**config.mk**
```make
export PLATFORM = sky130hd
export DESIGN_NAME = ibcrc_top
export DESIGN_NICKNAME = d
export VERILOG_FILES = /design/src/logic/ibcrc_pkg.sv /design/src/logic/ibcrc_clk_if.sv /design/src/logic/ibcrc_scl_gen.sv /design/src/logic/ibcrc_top.sv
export VERILOG_INCLUDE_DIRS = /design/src /design/src/logic
export SDC_FILE = /design/constraint.sdc
export NUM_CORES = 1
export LEC_CHECK = 0
export BUFFER_PORTS_ARGS = -buffer_cell sky130_fd_sc_hd__buf_2
export CORE_MARGIN = 8
export CORE_UTILIZATION = 45
export CTS_CLUSTER_SIZE = 24
export DETAILED_ROUTE_END_ITERATION = 6
export GPL_TIMING_DRIVEN = 0
export PLACE_DENSITY = 0.67
export SYNTH_ARGS = -nofsm -noshare
export SYNTH_HDL_FRONTEND = slang
export SYNTH_SLANG_ARGS = --single-unit
```
**constraint.sdc**
```tcl
create_clock -name aclk -period 4.3 [get_ports aclk]
set_input_delay 0.86 -clock aclk [delete_from_list [all_inputs] [get_ports aclk]]
set_output_delay 0.86 -clock aclk [all_outputs]
set_load 0.02 [all_outputs]
```
**src/logic/ibcrc_regs.svh**
```systemverilog
// register offsets, field positions, reset values and clock counts of the i2c bit engine
// Function
// - word is 1 to 8 bits plus ack clock
// - start clears bit count to 000
// - master transmitter releases data during ack
// - master receiver drives ack low
// - slave acks own address or general call
// - matched slave acks as receiver, releases transmitting
// - no ack clock or level without ack mode
// - master high/low periods from rate table
// - start hold and stop setup one high period
// - slave releases clock one low period later
// - bus clock low during high restarts count
// - high count starts only on bus high
// - role bits written, cleared on stop/loss
// - slave transmit bit follows direction bit
// - master transmit bit inverts acked direction
// - detect-disable leaves slave transmit bit alone
// - free format sees no address or direction
// - transfer irq at end of word
// - irq clears pending, clock held low meanwhile
`ifndef IBCRC_REGS_SVH
`define IBCRC_REGS_SVH
`define IBC_OFF_CTRL1   8'h00
`define IBC_OFF_CTRL2   8'h04
`define IBC_OFF_STAT    8'h08
`define IBC_OFF_ADDR    8'h0c
`define IBC_OFF_DATA    8'h10
`define IBC_C1_BC       7:5
`define IBC_C1_ACK      4
`define IBC_C1_NODET    3
`define IBC_C1_RATE     2:0
`define IBC_C2_MST      7
`define IBC_C2_TRX      6
`define IBC_C2_BUSY     5
`define IBC_C2_PEND     4
`define IBC_ADR_FREE    0
`define IBC_C1_RST      8'h00
`define IBC_ADR_RST     8'h00
`define IBC_PEND_RST    1'b1
`define IBC_RESP_OKAY   2'h0
`define IBC_RESP_SLVERR 2'h2
`define IBC_THIGH_0     9'h009
`define IBC_THIGH_1     9'h00b
`define IBC_THIGH_2     9'h00f
`define IBC_THIGH_3     9'h017
`define IBC_THIGH_4     9'h027
`define IBC_THIGH_5     9'h047
`define IBC_THIGH_6     9'h087
`define IBC_THIGH_7     9'h107
`define IBC_TLOW_0      9'h00c
`define IBC_TLOW_1      9'h00e
`define IBC_TLOW_2      9'h012
`define IBC_TLOW_3      9'h01a
`define IBC_TLOW_4      9'h02a
`define IBC_TLOW_5      9'h04a
`define IBC_TLOW_6      9'h08a
`define IBC_TLOW_7      9'h10a
`endif

```
**src/logic/ibcrc_pkg.sv**
```systemverilog
// types and decode functions of the i2c bit engine
`include "ibcrc_regs.svh"
package ibcrc_pkg;
  typedef enum logic [3:0] {G_IDLE = 4'h1, G_LOW = 4'h2, G_WAIT = 4'h4, G_HIGH = 4'h8} ibcrc_gst_t;

  function automatic logic [3:0] ibcrc_nbits(input logic [2:0] bc);
    return (bc == 3'h0) ? 4'h8 : {1'b0, bc};
  endfunction : ibcrc_nbits

  function automatic logic [3:0] ibcrc_total(input logic [2:0] bc, input logic ack);
    return ibcrc_nbits(bc) + {3'h0, ack};
  endfunction : ibcrc_total

  function automatic logic ibcrc_mapped(input logic [7:0] a);
    return a == `IBC_OFF_CTRL1 || a == `IBC_OFF_CTRL2 || a == `IBC_OFF_STAT ||
           a == `IBC_OFF_ADDR || a == `IBC_OFF_DATA;
  endfunction : ibcrc_mapped

  function automatic logic [17:0] ibcrc_rate(input logic [2:0] r);
    case (r)
      3'h0: return {`IBC_THIGH_0, `IBC_TLOW_0};
      3'h1: return {`IBC_THIGH_1, `IBC_TLOW_1};
      3'h2: return {`IBC_THIGH_2, `IBC_TLOW_2};
      3'h3: return {`IBC_THIGH_3, `IBC_TLOW_3};
      3'h4: return {`IBC_THIGH_4, `IBC_TLOW_4};
      3'h5: return {`IBC_THIGH_5, `IBC_TLOW_5};
      3'h6: return {`IBC_THIGH_6, `IBC_TLOW_6};
      default: return {`IBC_THIGH_7, `IBC_TLOW_7};
    endcase
  endfunction : ibcrc_rate
endpackage : ibcrc_pkg

```
**src/logic/ibcrc_clk_if.sv**
```systemverilog
// link between the word engine and the serial clock generator
`timescale 1ns/1ns
interface ibcrc_clk_if;
  logic       run;
  logic       hold;
  logic [2:0] rate;
  logic       scl_bus;
  logic       drive_low;
  logic       high_done;
  modport ctl (output run, hold, rate, scl_bus, input drive_low, high_done);
  modport gen (input run, hold, rate, scl_bus, output drive_low, high_done);
endinterface : ibcrc_clk_if

```
**src/logic/ibcrc_scl_gen.sv**
```systemverilog
// serial clock generator: high/low counts, clock synchronisation and slave hold
`timescale 1ns/1ns
module ibcrc_scl_gen
  import ibcrc_pkg::*;
(
  input wire logic aclk,
  input wire logic aresetn,
  ibcrc_clk_if.gen cif
);
  ibcrc_gst_t st_q, st_d;
  logic [8:0] cnt_q, cnt_d, m_w, n_w;
  logic       done_q, done_d;

  assign {m_w, n_w} = ibcrc_rate(cif.rate);
  assign cif.drive_low = (st_q == G_LOW);
  assign cif.high_done = done_q;

  always_comb begin
    st_d = st_q;
    cnt_d = cnt_q + 9'h001;
    done_d = 1'b0;
    case (st_q)
      G_IDLE: begin
        cnt_d = 9'h000;
        if (cif.hold) st_d = G_LOW;
        else if (cif.run && cif.scl_bus) st_d = G_HIGH;
      end
      G_LOW: begin
        if (cif.hold) cnt_d = 9'h000;
        else if (cnt_q >= n_w - 9'h001) begin
          cnt_d = 9'h000;
          st_d = G_WAIT;
        end
      end
      G_WAIT: begin
        cnt_d = 9'h000;
        if (cif.scl_bus) st_d = G_HIGH;
      end
      G_HIGH: begin
        if (!cif.scl_bus) begin
          cnt_d = 9'h000;
          st_d = cif.run ? G_LOW : G_IDLE;
        end else if (cnt_q >= m_w - 9'h001) begin
          cnt_d = 9'h000;
          done_d = 1'b1;
          st_d = cif.run ? G_LOW : G_IDLE;
        end
      end
      default: begin
        st_d = G_IDLE;
        cnt_d = 9'h000;
      end
    endcase
  end

  always_ff @(posedge aclk) begin
    if (!aresetn) begin
      st_q <= G_IDLE;
      cnt_q <= 9'h000;
      done_q <= 1'b0;
    end else begin
      st_q <= st_d;
      cnt_q <= cnt_d;
      done_q <= done_d;
    end
  end

  property p_sync_restart;
    @(posedge aclk) disable iff (!aresetn)
    st_q == G_HIGH && !cif.scl_bus && cif.run |=> st_q == G_LOW && cnt_q == 9'h000;
  endproperty
  a_sync_restart: assert property (p_sync_restart) else $error("high count not restarted");
  property p_wait_bus;
    @(posedge aclk) disable iff (!aresetn)
    st_q == G_WAIT && !cif.scl_bus |=> st_q == G_WAIT;
  endproperty
  a_wait_bus: assert property (p_wait_bus) else $error("high count began on low bus");
  property p_low_len;
    @(posedge aclk) disable iff (!aresetn)
    st_q == G_LOW && cif.hold ##1 !cif.hold |-> st_q == G_LOW [*2];
  endproperty
  a_low_len: assert property (p_low_len) else $error("clock released early");
  property p_high_len;
    @(posedge aclk) disable iff (!aresetn)
    st_q == G_HIGH && cif.scl_bus && cnt_q < m_w - 9'h001 |=> st_q == G_HIGH;
  endproperty
  a_high_len: assert property (p_high_len) else $error("high period cut short");
endmodule : ibcrc_scl_gen

```
**src/logic/ibcrc_top.sv**
```systemverilog
// i2c bit and clock engine with role control, reached over axi4-lite
//
// The address map and the AXI4-Lite register port were chosen for this implementation.
`timescale 1ns/1ns
`include "ibcrc_regs.svh"
module ibcrc_top
  import ibcrc_pkg::*;
(
  input  wire logic        aclk,
  input  wire logic        aresetn,
  input  wire logic [7:0]  s_axi_awaddr,
  input  wire logic        s_axi_awvalid,
  output logic             s_axi_awready,
  input  wire logic [31:0] s_axi_wdata,
  input  wire logic [3:0]  s_axi_wstrb,
  input  wire logic        s_axi_wvalid,
  output logic             s_axi_wready,
  output logic [1:0]       s_axi_bresp,
  output logic             s_axi_bvalid,
  input  wire logic        s_axi_bready,
  input  wire logic [7:0]  s_axi_araddr,
  input  wire logic        s_axi_arvalid,
  output logic             s_axi_arready,
  output logic [31:0]      s_axi_rdata,
  output logic [1:0]       s_axi_rresp,
  output logic             s_axi_rvalid,
  input  wire logic        s_axi_rready,
  input  wire logic        clock_line_pin_level,
  output logic             clock_line_pin_value,
  output logic             clock_line_pin_enable,
  input  wire logic        data_line_pin_level,
  output logic             data_line_pin_value,
  output logic             data_line_pin_enable,
  output logic             transfer_irq
);
  ibcrc_clk_if cif ();

  logic       awready_q, wready_q, bvalid_q, arready_q, rvalid_q;
  logic [1:0] bresp_q, rresp_q;
  logic [7:0] rdata_q, awa_q, wd_q;
  logic       aw_got_q, w_got_q, wbe_q;
  logic       scl_s1_q, scl_s2_q, scl_p_q, sda_s1_q, sda_s2_q, sda_p_q;
  logic [7:0] c1_q, adr_q, tx_q, rx_q, rxbuf_q;
  logic [3:0] idx_q;
  logic       mst_q, trx_q, busy_q, pend_q, al_q, aas_q, ad0_q, lrb_q;
  logic       adr_ph_q, match_q, sda_low_q, run_q, stop_q, irq_q, scl_oe_q;

  // register access strobes
  wire        wr_fire = aw_got_q && w_got_q && !bvalid_q;
  wire        wr_c1   = wr_fire && wbe_q && awa_q == `IBC_OFF_CTRL1;
  wire        wr_c2   = wr_fire && wbe_q && awa_q == `IBC_OFF_CTRL2;
  wire        wr_adr  = wr_fire && wbe_q && awa_q == `IBC_OFF_ADDR;
  wire        wr_dat  = wr_fire && wbe_q && awa_q == `IBC_OFF_DATA;
  wire        rd_take = s_axi_arvalid && arready_q;
  wire        rd_dat  = rd_take && s_axi_araddr == `IBC_OFF_DATA;
  wire [7:0]  stat_w  = {mst_q, trx_q, busy_q, pend_q, al_q, aas_q, ad0_q, lrb_q};
  wire [7:0]  rd_w    = s_axi_araddr == `IBC_OFF_CTRL1 ? c1_q :
                        s_axi_araddr == `IBC_OFF_STAT  ? stat_w :
                        s_axi_araddr == `IBC_OFF_ADDR  ? adr_q :
                        s_axi_araddr == `IBC_OFF_DATA  ? rxbuf_q : 8'h00;

  // bus conditions seen on the synchronised lines
  wire        scl_rise  = scl_s2_q && !scl_p_q;
  wire        scl_fall  = !scl_s2_q && scl_p_q;
  wire        start_det = scl_s2_q && scl_p_q && sda_p_q && !sda_s2_q;
  wire        stop_det  = scl_s2_q && scl_p_q && !sda_p_q && sda_s2_q;

  // word decode
  wire        ack_on   = c1_q[`IBC_C1_ACK];
  wire        free_w   = adr_q[`IBC_ADR_FREE];
  wire [3:0]  nbits_w  = ibcrc_nbits(c1_q[`IBC_C1_BC]);
  wire [3:0]  total_w  = ibcrc_total(c1_q[`IBC_C1_BC], ack_on);
  wire        word_end = scl_fall && busy_q && idx_q == total_w;
  wire        ack_pt   = scl_fall && busy_q && ack_on && idx_q == nbits_w;
  wire        gen_call = rx_q == 8'h00;
  wire        hit_now  = scl_fall && busy_q && adr_ph_q && !mst_q && !c1_q[`IBC_C1_NODET] && !free_w &&
                         idx_q == nbits_w && (gen_call || rx_q[7:1] == adr_q[7:1]);
  wire        tx_act   = trx_q && (mst_q || match_q);
  wire        ack_low  = mst_q ? !trx_q : (hit_now || (match_q && !adr_ph_q && !trx_q));
  wire        sda_next = ack_pt ? ack_low : (tx_act && idx_q < nbits_w && !tx_q[~idx_q[2:0]]);
  wire        irq_ev   = word_end && (mst_q || match_q || hit_now || free_w);
  wire        lost     = scl_rise && busy_q && mst_q && tx_act && idx_q < nbits_w && !sda_low_q && !sda_s2_q;
  wire        m_acked  = word_end && mst_q && adr_ph_q && ack_on && !lrb_q;
  wire        cmd_start = wr_c2 && wd_q[`IBC_C2_MST] && wd_q[`IBC_C2_BUSY] && !busy_q;
  wire        cmd_stop  = wr_c2 && wd_q[`IBC_C2_MST] && !wd_q[`IBC_C2_BUSY] && busy_q && mst_q;

  assign cif.run     = run_q;
  assign cif.hold    = busy_q && !pend_q;
  assign cif.rate    = c1_q[`IBC_C1_RATE];
  assign cif.scl_bus = scl_s2_q;

  ibcrc_scl_gen u_gen (
    .aclk    (aclk),
    .aresetn (aresetn),
    .cif     (cif)
  );

  assign s_axi_awready = awready_q;
  assign s_axi_wready  = wready_q;
  assign s_axi_bvalid  = bvalid_q;
  assign s_axi_bresp   = bresp_q;
  assign s_axi_arready = arready_q;
  assign s_axi_rvalid  = rvalid_q;
  assign s_axi_rresp   = rresp_q;
  assign s_axi_rdata   = {24'h000000, rdata_q};
  assign clock_line_pin_value  = 1'b0;
  assign clock_line_pin_enable = scl_oe_q;
  assign data_line_pin_value   = 1'b0;
  assign data_line_pin_enable  = sda_low_q;
  assign transfer_irq          = irq_q;

  // axi4-lite write path: address and data taken in either order
  always_ff @(posedge aclk) begin
    if (!aresetn) begin
      awready_q <= 1'b1;
      wready_q <= 1'b1;
      bvalid_q <= 1'b0;
      bresp_q <= `IBC_RESP_OKAY;
      aw_got_q <= 1'b0;
      w_got_q <= 1'b0;
      awa_q <= 8'h00;
      wd_q <= 8'h00;
      wbe_q <= 1'b0;
    end else begin
      if (s_axi_awvalid && awready_q) begin
        aw_got_q <= 1'b1;
        awa_q <= s_axi_awaddr;
        awready_q <= 1'b0;
      end
      if (s_axi_wvalid && wready_q) begin
        w_got_q <= 1'b1;
        wd_q <= s_axi_wdata[7:0];
        wbe_q <= s_axi_wstrb[0];
        wready_q <= 1'b0;
      end
      if (wr_fire) begin
        aw_got_q <= 1'b0;
        w_got_q <= 1'b0;
        bvalid_q <= 1'b1;
        bresp_q <= ibcrc_mapped(awa_q) ? `IBC_RESP_OKAY : `IBC_RESP_SLVERR;
      end
      if (bvalid_q && s_axi_bready) begin
        bvalid_q <= 1'b0;
        awready_q <= 1'b1;
        wready_q <= 1'b1;
      end
    end
  end

  // axi4-lite read path: one answer per address, next cycle
  always_ff @(posedge aclk) begin
    if (!aresetn) begin
      arready_q <= 1'b1;
      rvalid_q <= 1'b0;
      rresp_q <= `IBC_RESP_OKAY;
      rdata_q <= 8'h00;
    end else if (rd_take) begin
      arready_q <= 1'b0;
      rvalid_q <= 1'b1;
      rdata_q <= rd_w;
      rresp_q <= ibcrc_mapped(s_axi_araddr) ? `IBC_RESP_OKAY : `IBC_RESP_SLVERR;
    end else if (rvalid_q && s_axi_rready) begin
      rvalid_q <= 1'b0;
      arready_q <= 1'b1;
    end
  end

  // pins cross into aclk through two flops; a third flop keeps the previous level for edge detection
  always_ff @(posedge aclk) begin
    if (!aresetn) begin
      {scl_s1_q, scl_s2_q, scl_p_q} <= 3'h7;
      {sda_s1_q, sda_s2_q, sda_p_q} <= 3'h7;
      scl_oe_q <= 1'b0;
    end else begin
      {scl_s1_q, scl_s2_q, scl_p_q} <= {clock_line_pin_level, scl_s1_q, scl_s2_q};
      {sda_s1_q, sda_s2_q, sda_p_q} <= {data_line_pin_level, sda_s1_q, sda_s2_q};
      scl_oe_q <= cif.drive_low;
    end
  end

  // configuration; a start on the bus forces 8-bit words for the address
  always_ff @(posedge aclk) begin
    if (!aresetn) begin
      c1_q <= `IBC_C1_RST;
      adr_q <= `IBC_ADR_RST;
    end else begin
      if (wr_c1) c1_q <= wd_q;
      if (start_det) c1_q[`IBC_C1_BC] <= 3'h0;
      if (wr_adr) adr_q <= wd_q;
    end
  end

  // role bits: hardware clears win over a simultaneous software write
  always_ff @(posedge aclk) begin
    if (!aresetn) begin
      mst_q <= 1'b0;
      trx_q <= 1'b0;
    end else begin
      if (wr_c2) begin
        mst_q <= wd_q[`IBC_C2_MST];
        trx_q <= wd_q[`IBC_C2_TRX];
      end
      if (hit_now) trx_q <= rx_q[0];
      if (m_acked && !free_w) trx_q <= !tx_q[0];
      if (stop_det || lost) begin
        mst_q <= 1'b0;
        trx_q <= 1'b0;
      end
    end
  end

  // bit counter and shift registers driven by bus clock edges
  always_ff @(posedge aclk) begin
    if (!aresetn) begin
      idx_q <= 4'h0;
      rx_q <= 8'h00;
      rxbuf_q <= 8'h00;
      lrb_q <= 1'b0;
    end else begin
      if (start_det || word_end) idx_q <= 4'h0;
      else if (scl_rise && busy_q) idx_q <= idx_q + 4'h1;
      if (scl_rise && busy_q && idx_q < nbits_w) rx_q <= {rx_q[6:0], sda_s2_q};
      if (scl_rise) lrb_q <= sda_s2_q;
      if (word_end) rxbuf_q <= rx_q;
    end
  end

  // transmit data and transfer-pending flag; a software set wins over the clear
  always_ff @(posedge aclk) begin
    if (!aresetn) begin
      tx_q <= 8'h00;
      pend_q <= `IBC_PEND_RST;
      irq_q <= 1'b0;
    end else begin
      irq_q <= irq_ev;
      if (irq_ev) pend_q <= 1'b0;
      if (wr_dat || (wr_c2 && wd_q[`IBC_C2_PEND])) pend_q <= 1'b1;
      if (wr_dat) tx_q <= wd_q;
    end
  end

  // bus state, address phase and match tracking
  always_ff @(posedge aclk) begin
    if (!aresetn) begin
      busy_q <= 1'b0;
      adr_ph_q <= 1'b0;
      match_q <= 1'b0;
      aas_q <= 1'b0;
      ad0_q <= 1'b0;
      al_q <= 1'b0;
    end else begin
      if (wr_dat || rd_dat) aas_q <= 1'b0;
      if (wr_dat || rd_dat || wr_c2) al_q <= 1'b0;
      if (lost) al_q <= 1'b1;
      if (word_end) adr_ph_q <= 1'b0;
      if (hit_now) begin
        match_q <= 1'b1;
        aas_q <= 1'b1;
        ad0_q <= gen_call;
      end
      if (word_end && free_w && !mst_q && !match_q) begin
        match_q <= 1'b1;
        aas_q <= 1'b1;
      end
      if (start_det) begin
        busy_q <= 1'b1;
        adr_ph_q <= !free_w;
        match_q <= 1'b0;
        ad0_q <= 1'b0;
      end
      if (stop_det) begin
        busy_q <= 1'b0;
        adr_ph_q <= 1'b0;
        match_q <= 1'b0;
        ad0_q <= 1'b0;
      end
    end
  end

  // data line drive and master start/stop sequencing
  always_ff @(posedge aclk) begin
    if (!aresetn) begin
      sda_low_q <= 1'b0;
      run_q <= 1'b0;
      stop_q <= 1'b0;
    end else begin
      if (scl_fall && busy_q) sda_low_q <= sda_next;
      if (wr_dat && busy_q && tx_act && idx_q == 4'h0) sda_low_q <= !wd_q[7];
      if (cmd_start) begin
        sda_low_q <= 1'b1;
        run_q <= 1'b1;
      end
      if (cmd_stop) begin
        sda_low_q <= 1'b1;
        run_q <= 1'b0;
        stop_q <= 1'b1;
      end
      if (cif.high_done && stop_q) begin
        sda_low_q <= 1'b0;
        stop_q <= 1'b0;
      end
      if (lost || stop_det) begin
        sda_low_q <= 1'b0;
        run_q <= 1'b0;
        stop_q <= 1'b0;
      end
    end
  end

  property p_bc_clear;
    @(posedge aclk) disable iff (!aresetn)
    start_det |=> c1_q[`IBC_C1_BC] == 3'h0 && nbits_w == 4'h8;
  endproperty
  a_bc_clear: assert property (p_bc_clear) else $error("bit count not cleared by start");
  property p_irq_end;
    @(posedge aclk) disable iff (!aresetn)
    word_end && mst_q |=> transfer_irq && (!pend_q || $past(wr_dat));
  endproperty
  a_irq_end: assert property (p_irq_end) else $error("no irq at word end");
  property p_hold_low;
    @(posedge aclk) disable iff (!aresetn)
    busy_q && !pend_q [*3] |-> clock_line_pin_enable;
  endproperty
  a_hold_low: assert property (p_hold_low) else $error("clock not held while pending clear");
  property p_ack_mrx;
    @(posedge aclk) disable iff (!aresetn)
    ack_pt && mst_q && !trx_q |=> data_line_pin_enable;
  endproperty
  a_ack_mrx: assert property (p_ack_mrx) else $error("master receiver gave no ack");
  property p_ack_mtx;
    @(posedge aclk) disable iff (!aresetn)
    ack_pt && mst_q && trx_q && !cmd_start && !cmd_stop |=> !data_line_pin_enable;
  endproperty
  a_ack_mtx: assert property (p_ack_mtx) else $error("master transmitter held data in ack");
  property p_no_ack;
    @(posedge aclk) disable iff (!aresetn)
    scl_fall && busy_q && !ack_on && idx_q == nbits_w |-> word_end;
  endproperty
  a_no_ack: assert property (p_no_ack) else $error("ack clock counted in non-ack mode");
  property p_stop_clr;
    @(posedge aclk) disable iff (!aresetn)
    stop_det |=> !mst_q && !trx_q && !busy_q;
  endproperty
  a_stop_clr: assert property (p_stop_clr) else $error("roles kept after stop");
  property p_slv_trx;
    @(posedge aclk) disable iff (!aresetn)
    hit_now && !stop_det && !lost |=> trx_q == $past(rx_q[0]) && data_line_pin_enable == ack_on;
  endproperty
  a_slv_trx: assert property (p_slv_trx) else $error("slave direction or ack wrong");
  property p_mst_trx;
    @(posedge aclk) disable iff (!aresetn)
    m_acked && !free_w && !stop_det && !lost |=> trx_q != $past(tx_q[0]);
  endproperty
  a_mst_trx: assert property (p_mst_trx) else $error("master direction not inverted");
endmodule : ibcrc_top

```
==> results.toml <==
[clock_network]
cts_hold_buffers = 0
cts_buffers = 17
cts_num_sinks = 113
cts_root_buf = "clkbuf_16"
cts_htree_levels = 4
cts_tree = "built"
ctsResizeCount = 0
insertion_delay_ps = 410
clk_path_buf_depth = 2
cts.clk_slew.worst_paths_ps = 50
cts_setup_buffers = 0

[sta]
finalHoldViolCount = 0
worst-slew-pin-transition_ps = 1069
final_max_slew_viol_count = 0
fin_setup_tns_ps = 0
rsz0062_at_grt = "no"
finalClockSkew_ps = 6.632
timing.fmax_ghz = 0.3299
setup-violations-final = 0
fin_hold_ws_ps = 407.2
min_period_ps = 3031
timing.slew.headroom_pct = 27.78
fin_crit_sh_pct = 70.49

[finish]
drive_gt1_share_pct = 15.66
layout_commonest_cell = "dfxtp_1"
num_antenna_cells = 0
final_area_um2 = 7088
syn2layout_area_growth_pct = 20.46
final_nets = 854
layout_common_cells = "dfxtp_1 (113), nand2_1 (62), buf_2 (52), mux2i_1 (47), nor2b_1 (42)"

[logic_synthesis]
synth_top_area_share_pct = 38.44
synth.avg_cell_area_um2 = 8.770
yosys_warnings = 0
synthDistinctLibCells = 51
ys_dominant_reg_cell = "dfxtp_1"
ys_seq_elements = 113
syn_inst = 671
synth_edf_count = 0
syn-cell-area_um2 = 5884
async_reset_ff_share_pct = 0
yosysSeqAreaShare_pct = 38.44
synth_top_area_cell = "dfxtp_1"
synth_area_leaders = "dfxtp_1 (38%), mux2i_1 (8.0%), ha_1 (5.5%), nor2b_1 (4.5%), nand2_1 (4.0%)"

[global_routing]
antenna_found_initial = 0
gr-total-overflow = 0
track_usage_pct = 18.33
grt_max_degree = 17
grt_pass1_vias = 4717
grt_pass1_wl_um = 24010

[run]
drv_cap = 0

[pwr]
p_sw_share_pct = 22.85
p_sw_uw = 660.2
pwr-share-comb_pct = 10.1
seqPwrFrac_pct = 38.1
p_int_uw = 2229
clkPwrFrac_pct = 51.8
p_leak_uw = 0.003128
power.density_nw_per_um2 = 407.6
vdd_drop_max_mv = 0.2615

[die]
die_h_um = 130.4
start_util_pct = 46.44
die_area_um2 = 16990
io_pins = 107
rows = 41
die_w_um = 130.4
core-area_um2 = 12670

[worst_setup_path]
critPathKind = "flip-flop to flip-flop"
crit_cells = 8
critPathLaunchType = "flip-flop"
end_kind = "flip-flop"
crit_family = "compound AO/OA/AOI/OAI gates"
crit_fanout = 10
crit_buf_inv = 1
arrival_ps = 3320
crit_chain = "or3_1, ha_1, a21oi_1, nand3_1, buf_2, o41ai_1, nand3b_1, o22ai_1"
rr_worst_depth = 8
slowest_delay_ps = 960
crit_slowest_cell = "o41ai_1"
required_ps = 4590

[route]
dr.pass1.iters = 5
vias_per_cell = 5.237
drc = 0
drt_wl_total_um = 15020
first_iter_violations = 363
post_drt_wl_per_cell_um = 15.79
num_vias = 4980
drtAntennaViolNets = 0

[place]
gp_congestion = 0.9205
place_area_um2 = 6451
hpwl_um = 11350
io_buffers = 50

[run_status]
status = "completed"

[hold_path]
hold_class = "flip-flop to flip-flop"
hold_path_depth = 1
[routing by layer]
metal	vias to the layer above	track usage [%]	part of all wire, %	routed length (um)
met2	136	29.56	46	6881
li1	2480	-	-	-
met1	2341	22.95	46	6869
met4	0	7.698	1.9	284
met3	23	4.488	6.5	983
met5	-	0	0	0
[sequential cells by signal, indices dropped and copies added, names as in the netlist, 4 cells and up]
| name | count |
|---|---|
| adr_q | 8 |
| awa_q | 8 |
| c1_q | 8 |
| idx_q | 4 |
| rdata_q | 8 |
| rx_q | 8 |
| rxbuf_q | 8 |
| tx_q | 8 |
| u_gen.cnt_q | 9 |
| u_gen.st_q | 4 |
| wd_q | 8 |
[worst register-to-register path, stage by stage (launching register included)]
cell and delay [ps]:
dfxtp_1 380, or3_1 400, ha_1 320, a21oi_1 210, nand3_1 100, buf_2 260
o41ai_1 960, nand3b_1 210, o22ai_1 90
[area by class of cell]
class	instances	area, um2
Fill cell	1191	5583
Multi-Input combinational cell	507	3322
Sequential cell	113	2262
Clock buffer	28	546.8
Buffer	62	341.6
Timing Repair Buffer	50	250.2
Tap cell	172	215.2
Clock inverter	3	90.09
Inverter	16	60.06
[stage by stage]
step	setup WS (ps)	std cells	total power (uW)	util, %
after floorplan	1760	698	1330	-
after global placement	1314	920	1399	50.91
after detailed placement	1327	920	1405	50.91
after CTS	1302	951	2910	55.94
after global routing	1180	951	2987	55.94
final	1269	951	2889	55.94
[worst paths after layout]
path                        start                   to  slack, ps
max reg2reg  c1_q[6]$_SDFFE_PP0P_   trx_q$_SDFFE_PP0P_       1270
min           sda_s1_q$_SDFF_PN1_  sda_s2_q$_SDFF_PN1_        410
min reg2reg   sda_s1_q$_SDFF_PN1_  sda_s2_q$_SDFF_PN1_        410
max          c1_q[6]$_SDFFE_PP0P_   trx_q$_SDFFE_PP0P_       1270
[power by group through the flow]
stage / registers, uW / logic [uW] / clock network [uW]
2_1_floorplan: 1120 / 207 / 0
3_3_place_gp: 1120 / 277 / 0
3_5_place_dp: 1120 / 282 / 0
4_1_cts: 1100 / 286 / 1520
5_1_grt: 1100 / 316 / 1570
6_report: 1100 / 291 / 1500
[cell families (layout without fill, tap and decap cells)]
group / count (synthesis) / count (layout) / synth area share, %
adders and majority gates: 26 / 26 / 5.528
other: 1 / 28 / 0.06373
AOI/OAI and AO/OA: 115 / 115 / 12.63
DFF: 113 / 113 / 38.44
buffers and inverters: 78 / 159 / 6.825
and+or+nand+nor: 264 / 264 / 23.98
xor gates and xnor gates: 24 / 24 / 3.572
muxes: 50 / 50 / 8.952
[Yosys cell counts, types with 3 or more instances]
library cell	count
buf_4	28
mux2i_1	47
o211ai_1	4
dfxtp_1	113
a22o_1	4
a21boi_0	22
nor2b_1	42
a21oi_1	26
a31oi_1	4
and2_1	9
or3_1	5
xnor2_1	4
ha_1	26
nor4b_1	3
a221o_1	4
and3_1	3
or4_1	3
nand3_1	27
nor4_1	6
nand4b_1	5
nor3_1	11
o21ai_0	32
clkbuf_1	31
xor2_1	20
inv_1	16
nand3b_1	10
nand2_1	62
or3b_2	4
nand4_1	9
or2_2	3
nor2_1	38
nand2b_1	20
a21o_1	6
Power figures use the tool's default switching activity.
